## config.mk

```make
export PLATFORM = sky130hd
export DESIGN_NAME = ofb_output_frame_builder
export DESIGN_NICKNAME = d
export VERILOG_FILES = /design/src/logic/ofb_pkg.sv /design/src/logic/ofb_frame_packer.sv /design/src/logic/ofb_output_frame_builder.sv
export SDC_FILE = /design/constraint.sdc
export NUM_CORES = 1
export LEC_CHECK = 0
export ABC_AREA = 1
export BUFFER_PORTS_ARGS = -buffer_cell sky130_fd_sc_hd__buf_2
export CAP_MARGIN = 20
export CELL_PAD_IN_SITES_DETAIL_PLACEMENT = 1
export CELL_PAD_IN_SITES_GLOBAL_PLACEMENT = 2
export CORE_MARGIN = 1.5
export CORE_UTILIZATION = 32
export DETAILED_ROUTE_END_ITERATION = 16
export GPL_TIMING_DRIVEN = 0
export PLACE_DENSITY = 0.82
export SLEW_MARGIN = 20
export SYNTH_ARGS = -nofsm -noshare
export SYNTH_HDL_FRONTEND = slang
export SYNTH_HIERARCHICAL = 1
export SYNTH_SLANG_ARGS = --single-unit
```

## constraint.sdc

```tcl
create_clock -name clock -period 4.4 [get_ports clock]
set_input_delay 0.22 -clock clock [delete_from_list [all_inputs] [get_ports clock]]
set_output_delay 0.22 -clock clock [all_outputs]
set_load 0.02 [all_outputs]
```

## src/logic/ofb_pkg.sv

```systemverilog
package ofb_pkg;

	// Register map, byte addresses
	localparam logic [7:0] OFB_ADDR_OUTPUT_FRAME_CONTROL = 8'h10;

	// Field positions of output_frame_control
	localparam int OFB_POS_APPEND_IDENTIFIER = 14;
	localparam int OFB_POS_APPEND_SUPPLY_FLAGS = 12;
	localparam int OFB_POS_APPEND_INPUT_FLAGS = 10;
	localparam int OFB_POS_APPEND_INPUT_SPAN = 8;
	localparam int OFB_POS_PARITY_APPEND_ENABLE = 3;
	localparam int OFB_POS_OUTPUT_PATTERN_SELECT = 0;

	// Reset values
	localparam logic OFB_RST_APPEND_IDENTIFIER = 1'h0;
	localparam logic [1:0] OFB_RST_APPEND_SUPPLY_FLAGS = 2'h0;
	localparam logic [1:0] OFB_RST_APPEND_INPUT_FLAGS = 2'h0;
	localparam logic OFB_RST_APPEND_INPUT_SPAN = 1'h0;
	localparam logic OFB_RST_PARITY_APPEND_ENABLE = 1'h0;
	localparam logic [2:0] OFB_RST_OUTPUT_PATTERN_SELECT = 3'h0;

	// Frame geometry
	localparam int OFB_RESULT_W = 14;
	localparam int OFB_ID_W = 4;
	localparam int OFB_SPAN_W = 4;
	localparam int OFB_FRAME_W = 28;
	localparam int OFB_LEN_W = 5;

	// Test pattern values of the value field
	localparam logic [13:0] OFB_PAT_ZEROS = 14'h0000;
	localparam logic [13:0] OFB_PAT_ONES = 14'h3FFF;
	localparam logic [13:0] OFB_PAT_ALT_SINGLE = 14'h1555;
	localparam logic [13:0] OFB_PAT_ALT_PAIRS = 14'h0CCC;

	typedef enum logic [2:0] {
		OFB_PAT_SEL_ZEROS = 3'b100,
		OFB_PAT_SEL_ONES = 3'b101,
		OFB_PAT_SEL_ALT1 = 3'b110,
		OFB_PAT_SEL_ALT2 = 3'b111
	} ofb_pattern_t;

	typedef struct packed {
		logic append_identifier;
		logic [1:0] append_supply_flags;
		logic [1:0] append_input_flags;
		logic append_input_span;
		logic parity_append_enable;
		logic [2:0] output_pattern_select;
	} ofb_frame_ctl_t;

	typedef struct packed {
		logic supply_hi;
		logic supply_lo;
		logic input_hi;
		logic input_lo;
	} ofb_alarm_flags_t;

	typedef enum logic [0:0] {
		OFB_SH_IDLE = 1'b0,
		OFB_SH_SHIFT = 1'b1
	} ofb_shift_state_t;

endpackage

```

## src/logic/ofb_frame_packer.sv

```systemverilog
`timescale 1ns/10ps
`default_nettype none
module ofb_frame_packer
	import ofb_pkg::*;
(
	input wire logic clock,
	input wire logic sys_rst,
	input wire logic clk_en,
	input wire logic pack_req,
	input wire ofb_frame_ctl_t ctl,
	input wire logic [OFB_RESULT_W-1:0] result,
	input wire logic [OFB_ID_W-1:0] device_id,
	input wire logic [OFB_SPAN_W-1:0] range_sel,
	input wire ofb_alarm_flags_t alarms,
	output logic pack_valid_r,
	output logic [OFB_FRAME_W-1:0] pack_frame_r,
	output logic [OFB_LEN_W-1:0] pack_len_r
);

	logic [OFB_RESULT_W-1:0] value_nxt;
	logic [OFB_FRAME_W-1:0] acc_nxt;
	logic [OFB_LEN_W-1:0] len_nxt;
	logic par_value;
	logic par_frame;

	always_comb begin
		case (ctl.output_pattern_select)
			OFB_PAT_SEL_ZEROS: value_nxt = OFB_PAT_ZEROS;
			OFB_PAT_SEL_ONES: value_nxt = OFB_PAT_ONES;
			OFB_PAT_SEL_ALT1: value_nxt = OFB_PAT_ALT_SINGLE;
			OFB_PAT_SEL_ALT2: value_nxt = OFB_PAT_ALT_PAIRS;
			default: value_nxt = result;
		endcase
	end

	// Right-aligned build, each enabled field pushed in at the bottom
	always_comb begin
		acc_nxt = {{(OFB_FRAME_W-OFB_RESULT_W){1'b0}}, value_nxt};
		len_nxt = OFB_LEN_W'(OFB_RESULT_W);
		par_value = ^value_nxt;
		if (ctl.append_identifier) begin
			acc_nxt = {acc_nxt[OFB_FRAME_W-OFB_ID_W-1:0], device_id};
			len_nxt = len_nxt + OFB_LEN_W'(OFB_ID_W);
		end
		case (ctl.append_supply_flags)
			2'h1: begin
				acc_nxt = {acc_nxt[OFB_FRAME_W-2:0], alarms.supply_hi};
				len_nxt = len_nxt + 5'h01;
			end
			2'h2: begin
				acc_nxt = {acc_nxt[OFB_FRAME_W-2:0], alarms.supply_lo};
				len_nxt = len_nxt + 5'h01;
			end
			2'h3: begin
				acc_nxt = {acc_nxt[OFB_FRAME_W-3:0], alarms.supply_hi, alarms.supply_lo};
				len_nxt = len_nxt + 5'h02;
			end
			default: begin
			end
		endcase
		case (ctl.append_input_flags)
			2'h1: begin
				acc_nxt = {acc_nxt[OFB_FRAME_W-2:0], alarms.input_hi};
				len_nxt = len_nxt + 5'h01;
			end
			2'h2: begin
				acc_nxt = {acc_nxt[OFB_FRAME_W-2:0], alarms.input_lo};
				len_nxt = len_nxt + 5'h01;
			end
			2'h3: begin
				acc_nxt = {acc_nxt[OFB_FRAME_W-3:0], alarms.input_hi, alarms.input_lo};
				len_nxt = len_nxt + 5'h02;
			end
			default: begin
			end
		endcase
		if (ctl.append_input_span) begin
			acc_nxt = {acc_nxt[OFB_FRAME_W-OFB_SPAN_W-1:0], range_sel};
			len_nxt = len_nxt + OFB_LEN_W'(OFB_SPAN_W);
		end
		// Unused upper bits are zero, so reducing the whole word is safe
		par_frame = ^acc_nxt;
		if (ctl.parity_append_enable) begin
			acc_nxt = {acc_nxt[OFB_FRAME_W-3:0], par_value, par_frame};
			len_nxt = len_nxt + 5'h02;
		end
	end

	always_ff @(posedge clock or posedge sys_rst) begin
		if (sys_rst) begin
			pack_valid_r <= 1'b0;
		end else if (clk_en) begin
			pack_valid_r <= pack_req;
		end
	end

	// Stored MSB-aligned so the serializer always starts at the top bit
	always_ff @(posedge clock or posedge sys_rst) begin
		if (sys_rst) begin
			pack_frame_r <= '0;
			pack_len_r <= '0;
		end else if (clk_en && pack_req) begin
			pack_frame_r <= acc_nxt << (OFB_LEN_W'(OFB_FRAME_W) - len_nxt);
			pack_len_r <= len_nxt;
		end
	end

endmodule
`default_nettype wire

```

## src/logic/ofb_output_frame_builder.sv

```systemverilog
// Contract
// - When append_identifier is set the 4-bit device identifier goes into the frame, else not.
// - append_supply_flags adds nothing, the high flag, the low flag or both for 00/01/10/11.
// - append_input_flags adds nothing, the high flag, the low flag or both for 00/01/10/11.
// - When append_input_span is set the 4-bit range setting goes into the frame, else not.
// - parity_append_enable adds two parity bits at the frame's end, making it two bits longer.
// - The first parity bit is even parity over the conversion value bits only.
// - The second parity bit is even parity over the whole frame with all appended fields.
// - The value parity bit is not part of the frame parity computation.
// - With pattern select 0xx the value field carries the real conversion result.
// - Pattern select 100 sends all zeros and 101 sends all ones in the value field.
// - Pattern select 110 sends alternating 0 and 1, and 111 sends alternating 00 and 11.
// - Reserved bits 31-16, 15, 9 and 7-4 of output_frame_control read as zero.
// - Each appended alarm flag is 1 while its condition exists and 0 otherwise.
// - The appended range is the 4-bit range selection held by the range configuration.
`timescale 1ns/10ps
`default_nettype none
module ofb_output_frame_builder
	import ofb_pkg::*;
(
	input wire logic clock,
	input wire logic sys_rst,
	input wire logic clk_en,
	input wire logic reg_wr,
	input wire logic reg_rd,
	input wire logic [7:0] reg_addr,
	input wire logic [31:0] reg_wdata,
	output logic [31:0] reg_rdata,
	input wire logic [OFB_ID_W-1:0] device_id,
	input wire logic [OFB_SPAN_W-1:0] range_sel,
	input wire ofb_alarm_flags_t alarms,
	input wire logic conv_valid,
	input wire logic [OFB_RESULT_W-1:0] conv_data,
	input wire logic shift_bit,
	output logic serial_out_lines,
	output logic frame_valid,
	output logic frame_busy,
	output logic [OFB_LEN_W-1:0] frame_len,
	output logic [OFB_FRAME_W-1:0] frame_data
);

	ofb_frame_ctl_t ctl_r;
	logic hit;
	logic [31:0] rd_word;
	logic pack_valid;
	logic [OFB_FRAME_W-1:0] pack_frame;
	logic [OFB_LEN_W-1:0] pack_len;
	ofb_shift_state_t sh_state_r;
	logic [OFB_FRAME_W-1:0] shift_r;
	logic [OFB_LEN_W-1:0] left_r;
	logic [31:0] rdata_r;
	logic valid_r;
	logic [OFB_LEN_W-1:0] len_r;
	logic [OFB_FRAME_W-1:0] data_r;
	logic busy_r;

	assign hit = (reg_addr == OFB_ADDR_OUTPUT_FRAME_CONTROL);

	// Control register
	always_ff @(posedge clock or posedge sys_rst) begin
		if (sys_rst) begin
			ctl_r.append_identifier <= OFB_RST_APPEND_IDENTIFIER;
			ctl_r.append_supply_flags <= OFB_RST_APPEND_SUPPLY_FLAGS;
			ctl_r.append_input_flags <= OFB_RST_APPEND_INPUT_FLAGS;
			ctl_r.append_input_span <= OFB_RST_APPEND_INPUT_SPAN;
			ctl_r.parity_append_enable <= OFB_RST_PARITY_APPEND_ENABLE;
			ctl_r.output_pattern_select <= OFB_RST_OUTPUT_PATTERN_SELECT;
		end else if (clk_en && reg_wr && hit) begin
			ctl_r.append_identifier <= reg_wdata[OFB_POS_APPEND_IDENTIFIER];
			ctl_r.append_supply_flags <= reg_wdata[OFB_POS_APPEND_SUPPLY_FLAGS +: 2];
			ctl_r.append_input_flags <= reg_wdata[OFB_POS_APPEND_INPUT_FLAGS +: 2];
			ctl_r.append_input_span <= reg_wdata[OFB_POS_APPEND_INPUT_SPAN];
			ctl_r.parity_append_enable <= reg_wdata[OFB_POS_PARITY_APPEND_ENABLE];
			ctl_r.output_pattern_select <= reg_wdata[OFB_POS_OUTPUT_PATTERN_SELECT +: 3];
		end
	end

	always_comb begin
		rd_word = 32'h00000000;
		if (hit) begin
			rd_word[OFB_POS_APPEND_IDENTIFIER] = ctl_r.append_identifier;
			rd_word[OFB_POS_APPEND_SUPPLY_FLAGS +: 2] = ctl_r.append_supply_flags;
			rd_word[OFB_POS_APPEND_INPUT_FLAGS +: 2] = ctl_r.append_input_flags;
			rd_word[OFB_POS_APPEND_INPUT_SPAN] = ctl_r.append_input_span;
			rd_word[OFB_POS_PARITY_APPEND_ENABLE] = ctl_r.parity_append_enable;
			rd_word[OFB_POS_OUTPUT_PATTERN_SELECT +: 3] = ctl_r.output_pattern_select;
		end
	end

	// Unmapped reads return zero
	always_ff @(posedge clock or posedge sys_rst) begin
		if (sys_rst) begin
			rdata_r <= 32'h00000000;
		end else if (clk_en && reg_rd) begin
			rdata_r <= rd_word;
		end
	end

	// Control and flags are taken in the conv_valid cycle, live at that moment
	ofb_frame_packer u_packer (
		.clock(clock),
		.sys_rst(sys_rst),
		.clk_en(clk_en),
		.pack_req(conv_valid),
		.ctl(ctl_r),
		.result(conv_data),
		.device_id(device_id),
		.range_sel(range_sel),
		.alarms(alarms),
		.pack_valid_r(pack_valid),
		.pack_frame_r(pack_frame),
		.pack_len_r(pack_len)
	);

	// Published frame copy for parallel readers
	always_ff @(posedge clock or posedge sys_rst) begin
		if (sys_rst) begin
			valid_r <= 1'b0;
			len_r <= '0;
			data_r <= '0;
		end else if (clk_en) begin
			valid_r <= pack_valid;
			if (pack_valid) begin
				len_r <= pack_len;
				data_r <= pack_frame;
			end
		end
	end

	// Serializer: a new frame aborts any frame still being shifted,
	// the host is expected to read a frame before the next conversion.
	always_ff @(posedge clock or posedge sys_rst) begin
		if (sys_rst) begin
			sh_state_r <= OFB_SH_IDLE;
			shift_r <= '0;
			left_r <= '0;
		end else if (clk_en) begin
			case (sh_state_r)
				OFB_SH_IDLE: begin
					if (pack_valid) begin
						sh_state_r <= OFB_SH_SHIFT;
						shift_r <= pack_frame;
						left_r <= pack_len;
					end
				end
				OFB_SH_SHIFT: begin
					if (pack_valid) begin
						shift_r <= pack_frame;
						left_r <= pack_len;
					end else if (shift_bit) begin
						shift_r <= {shift_r[OFB_FRAME_W-2:0], 1'b0};
						left_r <= left_r - 5'h01;
						if (left_r == 5'h01) begin
							sh_state_r <= OFB_SH_IDLE;
						end
					end
				end
				default: sh_state_r <= OFB_SH_IDLE;
			endcase
		end
	end

	// Own flop so the busy pin is registered, mirrors the shifter state
	always_ff @(posedge clock or posedge sys_rst) begin
		if (sys_rst) begin
			busy_r <= 1'b0;
		end else if (clk_en) begin
			if (pack_valid) begin
				busy_r <= 1'b1;
			end else if (busy_r && shift_bit && left_r == 5'h01) begin
				busy_r <= 1'b0;
			end
		end
	end

	assign reg_rdata = rdata_r;
	assign serial_out_lines = shift_r[OFB_FRAME_W-1];
	assign frame_busy = busy_r;
	assign frame_valid = valid_r;
	assign frame_len = len_r;
	assign frame_data = data_r;

	// Checking helpers
	logic [OFB_LEN_W-1:0] exp_len;
	logic [OFB_FRAME_W-1:0] tail;

	always_comb begin
		exp_len = OFB_LEN_W'(OFB_RESULT_W);
		if (ctl_r.append_identifier) begin
			exp_len = exp_len + 5'h04;
		end
		exp_len = exp_len + {4'h0, ctl_r.append_supply_flags[1]}
			+ {4'h0, ctl_r.append_supply_flags[0]};
		exp_len = exp_len + {4'h0, ctl_r.append_input_flags[1]}
			+ {4'h0, ctl_r.append_input_flags[0]};
		if (ctl_r.append_input_span) begin
			exp_len = exp_len + 5'h04;
		end
		if (ctl_r.parity_append_enable) begin
			exp_len = exp_len + 5'h02;
		end
	end

	assign tail = data_r >> (OFB_LEN_W'(OFB_FRAME_W) - len_r);

	AST_RESERVED_ZERO: assert property (@(posedge clock) disable iff (sys_rst)
		clk_en && reg_rd && hit |=> rdata_r[31:15] == 17'h00000 && rdata_r[9] == 1'b0
			&& rdata_r[7:4] == 4'h0)
		else $error("reserved control bits read nonzero");

	AST_RESET_DEFAULT: assert property (@(posedge clock) disable iff (sys_rst)
		$past(sys_rst) |-> ctl_r == '0)
		else $error("control fields not zero after reset");

	AST_LENGTH: assert property (@(posedge clock) disable iff (sys_rst)
		clk_en && conv_valid && !reg_wr ##1 clk_en ##1 clk_en |-> valid_r
			&& len_r == $past(exp_len, 2))
		else $error("frame length does not match control");

	AST_DATA_PASS: assert property (@(posedge clock) disable iff (sys_rst)
		clk_en && conv_valid && !ctl_r.output_pattern_select[2] ##1 clk_en ##1 clk_en
			|-> data_r[OFB_FRAME_W-1 -: OFB_RESULT_W] == $past(conv_data, 2))
		else $error("value field is not the conversion result");

	AST_PAT_FIXED: assert property (@(posedge clock) disable iff (sys_rst)
		clk_en && conv_valid && ctl_r.output_pattern_select[2:1] == 2'b10
			##1 clk_en ##1 clk_en |-> data_r[OFB_FRAME_W-1 -: OFB_RESULT_W]
			== {OFB_RESULT_W{$past(ctl_r.output_pattern_select[0], 2)}})
		else $error("fixed pattern wrong");

	AST_PAT_ALT: assert property (@(posedge clock) disable iff (sys_rst)
		clk_en && conv_valid && ctl_r.output_pattern_select == OFB_PAT_SEL_ALT2
			##1 clk_en ##1 clk_en |-> data_r[OFB_FRAME_W-1 -: OFB_RESULT_W] == OFB_PAT_ALT_PAIRS)
		else $error("pair pattern wrong");

	AST_VALUE_PARITY: assert property (@(posedge clock) disable iff (sys_rst)
		clk_en && conv_valid && ctl_r.parity_append_enable ##1 clk_en ##1 clk_en
			|-> tail[1] == ^data_r[OFB_FRAME_W-1 -: OFB_RESULT_W])
		else $error("value parity bit wrong");

	AST_FRAME_PARITY: assert property (@(posedge clock) disable iff (sys_rst)
		clk_en && conv_valid && ctl_r.parity_append_enable ##1 clk_en ##1 clk_en
			|-> tail[0] == ^(tail >> 2))
		else $error("frame parity bit wrong");

	AST_IDENTIFIER: assert property (@(posedge clock) disable iff (sys_rst)
		clk_en && conv_valid && ctl_r.append_identifier ##1 clk_en ##1 clk_en
			|-> data_r[OFB_FRAME_W-OFB_RESULT_W-1 -: OFB_ID_W] == $past(device_id, 2))
		else $error("identifier field wrong");

	AST_SUPPLY_FLAG: assert property (@(posedge clock) disable iff (sys_rst)
		clk_en && conv_valid && !ctl_r.append_identifier && ctl_r.append_supply_flags == 2'h2
			##1 clk_en ##1 clk_en
			|-> data_r[OFB_FRAME_W-OFB_RESULT_W-1] == $past(alarms.supply_lo, 2))
		else $error("supply flag field wrong");

	AST_SERIAL_START: assert property (@(posedge clock) disable iff (sys_rst)
		clk_en && valid_r |-> frame_busy && serial_out_lines == data_r[OFB_FRAME_W-1])
		else $error("serial output does not start at the value MSB");

	AST_PAT_SINGLE: assert property (@(posedge clock) disable iff (sys_rst)
		clk_en && conv_valid && ctl_r.output_pattern_select == OFB_PAT_SEL_ALT1
			##1 clk_en ##1 clk_en
			|-> data_r[OFB_FRAME_W-1 -: OFB_RESULT_W] == OFB_PAT_ALT_SINGLE)
		else $error("single alternating pattern wrong");

	AST_BOTH_FLAGS: assert property (@(posedge clock) disable iff (sys_rst)
		clk_en && conv_valid && !ctl_r.append_identifier
			&& ctl_r.append_supply_flags == 2'h3 && ctl_r.append_input_flags == 2'h3
			##1 clk_en ##1 clk_en
			|-> data_r[OFB_FRAME_W-OFB_RESULT_W-1 -: 4] == $past(alarms, 2))
		else $error("alarm flag fields wrong");

	AST_SPAN: assert property (@(posedge clock) disable iff (sys_rst)
		clk_en && conv_valid && !ctl_r.append_identifier
			&& ctl_r.append_supply_flags == 2'h0 && ctl_r.append_input_flags == 2'h0
			&& ctl_r.append_input_span ##1 clk_en ##1 clk_en
			|-> data_r[OFB_FRAME_W-OFB_RESULT_W-1 -: OFB_SPAN_W] == $past(range_sel, 2))
		else $error("range field wrong");

	AST_SHIFT_NEXT: assert property (@(posedge clock) disable iff (sys_rst)
		clk_en && frame_busy && shift_bit && !pack_valid
			|=> serial_out_lines == $past(shift_r[OFB_FRAME_W-2]))
		else $error("serial output skipped or repeated a bit");

	AST_BUSY_END: assert property (@(posedge clock) disable iff (sys_rst)
		clk_en && frame_busy && shift_bit && !pack_valid && left_r == 5'h01
			|=> !frame_busy && !serial_out_lines)
		else $error("frame did not end after its last bit");

	AST_HOLD_DISABLED: assert property (@(posedge clock) disable iff (sys_rst)
		!clk_en |=> $stable(shift_r) && $stable(left_r) && $stable(busy_r)
			&& $stable(ctl_r) && $stable(data_r))
		else $error("state moved while the clock enable was low");

	AST_BUSY_STATE: assert property (@(posedge clock) disable iff (sys_rst)
		frame_busy == (sh_state_r == OFB_SH_SHIFT))
		else $error("busy flag disagrees with the shifter state");

	AST_IDLE_OUT: assert property (@(posedge clock) disable iff (sys_rst)
		!frame_busy |-> !serial_out_lines)
		else $error("serial output not low between frames");

	AST_UNMAPPED_READ: assert property (@(posedge clock) disable iff (sys_rst)
		clk_en && reg_rd && !hit |=> rdata_r == 32'h00000000)
		else $error("unmapped read returned data");

endmodule
`default_nettype wire

```

==> results.md <==
- Run status: finished clean
- Pleak: 0.00591 uW
- Worst Skew: 0.0126 ns
- CP Depth: 21
- Num rows: 63
- Reg2Reg Depth: 21
- Gate power share: 0.383
- Vias in the first global route: 10600
- Final period util: 0.944
- Area contributors post-synth: dfrtp_1, nand2_1, nand3_1
- Nets: 1737
- Max VDD drop: 0.233 mV
- Top delay family on crit path: compound AO/OA/AOI/OAI gates
- YS warnings: 6
- Post-DP HPWL: 27.5 mm
- Area after DPL: 10900 um2
- Number of synthesized flops with an enable pin: 0
- Clk slew on worst S/H paths: 0.06 ns
- Crit Path Category: register to register
- Layout Utilization: 0.384
- Detailed-router iteration count before antenna repair: 5
- Final setup fails: 0
- Crit path from: ctl_r[7]
- Drt wl/cell: 16.5 um
- Initial Util: 0.328
- Yosys reg bits: 123
- Maximum fanout along the worst path: 10
- Crit path cell chain: inv_1, ha_1, buf_6, inv_4, nand2_4, nor2_4, inv_2, nand2_4, ha_1, a22oi_2, o31ai_4, xor2_2, inv_1, ha_1, o21ai_4, xor2_4, buf_4, o21ai_0, o211ai_1, nand2_1, o21bai_1
- Root Buffer: clkbuf_16
- CTS tree: yes
- Worst Setup EP: u_packer/pack_frame_r[22]
- CORE AREA: 30000 um2
- Mapped cell area: 9830 um2
- Final Hold Vio Count: 0
- Most frequent CP cell: ha_1
- Clock Sinks: 123
- Worst EP arrival: 4.45 ns
- Async S/R FF share, synth: 1.00
- Pins Over Slew Limit: 0
- Layout cells sized above 1: 0.173
- Worst flop-to-flop path endpoint: u_packer/pack_frame_r[22]
- Initial antenna violation count: 0
- # DRC: 0
- Drt total wl: 34.0 mm
- Global-route wire length before repair: 56.3 mm
- Die Area: 31800 um2
- Routed vias/inst: 5.01
- Critical Path RT: 4.70 ns
- Total global-route track usage: 0.223
- Slew HR: 0.530
- Synth top area share: 0.313
- Max Cap Violations: 0
- Worst slew pin tran: 0.703 ns
- Buffers and inverters on the worst path: 6
- Die width: 178 um
- Int Pwr: 2780 uW
- Crit-path max cell delay: 0.42 ns
- Commonest cells after routing, fill and taps aside: nand2_1, nand3_1, o21ai_0
- CTS Buffer Depth: 2
- Area growth, synth to finish: 17.1%
- DIE HEIGHT: 178 um
- Finished Cell Area: 11500 um2
- Power share of the clock group: 0.275
- I/O pins: 141
- Setup crit start kind: register
- Final RePlAce weighted congestion: 0.848
- Worst R2R Setup Slack: 0.25 ns
- Port bufs: 96
- Flop pwr share: 0.342
- Yosys top cell by area: dfrtp_1
- Clock buffer count from CTS: 17
- H-tree depth: 4
- Yosys cell types: 52
- Worst min-delay path class: input port to register
- Gate Count Post-Synth: 1510
- Largest net degree at the start of global routing: 63
- Worst setup EP type: register
- ANT nets after route: 0
- Switching share of total power: 0.413
- Reg2reg start: ctl_r[7]
- P_sw: 1950 uW
- Final Critical Period: 4.15 ns
- Clock Latency Late Sink: 0.42 ns
- Vias: 10300
- Achievable frequency: 241 MHz
- Mean Syn Cell Area: 6.51 um2
- Diode count: 0
- Main flop type after synthesis: dfrtp_1
- Initial drt markers: 513
- Slowest cell on crit path: dfrtp_2
- GRT overflow: 0
- Power Density: 411 nW/um2
- Sequential cell area fraction in the yosys report: 0.313
- Commonest non-fill, non-tap cell in the layout: nand2_1
worst min-delay path, delay by kind of cell:
family                 cells  cell delay, ns
and+or+nand+nor            2            0.12
buffers and inverters      1            0.07
cell type report:
| type | instances | area (um2) |
|---|---|---|
| well taps | 390 | 488 |
| inverters | 123 | 472 |
| clock buffers | 18 | 439 |
| plain buffers | 100 | 627 |
| clock inverters | 14 | 115 |
| fillers | 3940 | 18400 |
| flip-flops and latches | 123 | 3080 |
| repair buffers | 100 | 533 |
| multi-input cells | 1185 | 5760 |
per-stage QoR:
step                      hold WS, ns  std cells  power (uW)  TNS, ns  worst slack, ns
after floorplan                 0.327       1531        2850        0            0.701
after global placement          0.452       2017        3380    -4.19           -0.319
after detailed placement        0.236       2018        3430    -5.32           -0.363
after CTS                      0.0260       2051        4760        0           0.0180
after global routing           0.0398       2053        5070  -0.0921          -0.0403
final                          0.0351       2053        4730        0            0.248
repair_timing:
action	in CTS	in global routing
endpoints found under the setup margin	25	28
pin swaps	0	0
buffers inserted	0	2
resized for setup	4	12
hold buffers	1	0
endpoints found under the hold margin	61	0
sequential cells by signal, indices dropped and copies added (netlist names):
name / count
frame_data: 28
ctl_r: 10
frame_valid: 1
u_packer/pack_valid_r: 1
u_packer/pack_frame_r: 28
reg_rdata: 10
u_packer/pack_len_r: 5
shift_r: 28
left_r: 5
sh_state_r: 1
frame_busy: 1
frame_len: 5
power by group through the flow:
stage	registers (uW)	logic, uW	clock network (uW)
detailed placement	1630	1800	0
floorplan	1680	1170	0
global route	1650	2050	1370
finish	1620	1810	1300
global placement	1620	1770	0
CTS	1620	1820	1320
cells by family (layout without fill, tap and decap cells):
kind of cell               Yosys count  count (layout)  share of synthesized area
xor gates and xnor gates            21              21                     0.0267
adders and majority gates           14              14                     0.0178
DFF                                123             123                      0.313
other                                1              22                   0.000381
buffers and inverters              223             355                      0.110
AOI/OAI and AO/OA                  256             256                      0.142
and+or+nand+nor                    864             864                      0.381
muxes                                8               8                    0.00815
worst min path at each step:
| stage | start | end | slack, ns | depth (start not counted) |
|---|---|---|---|---|
| finish | reg_wdata[8] | ctl_r[4] | 0.04 | 3 |
| global route | reg_wdata[11] | ctl_r[6] | 0.04 | 3 |
| CTS | reg_wdata[12] | ctl_r[7] | 0.03 | 3 |
| detailed placement | sys_rst | frame_data[0] | 0.24 | 2 |
| global placement | reg_wdata[12] | ctl_r[7] | 0.45 | 3 |
| floorplan | clk_en | u_packer/pack_valid_r | 0.33 | 1 |
per-layer routing:
metal,up-vias,share of wire,GRT usage,wire length [um]
met4,0,0.0088,0.0396,299
met3,21,0.024,0.0196,828
met5,-,0,0,0
li1,5145,-,-,-
met1,4993,0.49,0.311,16800
met2,134,0.47,0.380,16000
synth_stat cells, types with 13 or more instances:
cell / n
clkbuf_1: 29
ha_1: 14
inv_1: 107
a21oi_1: 27
nand3_1: 177
nand4_1: 17
buf_2: 23
dfrtp_1: 123
buf_6: 13
o21ai_1: 51
nor2_1: 37
buf_4: 31
nand3_2: 14
o21ai_0: 143
nand2_1: 576
No activity file was read; power rests on OpenSTA's default activity.
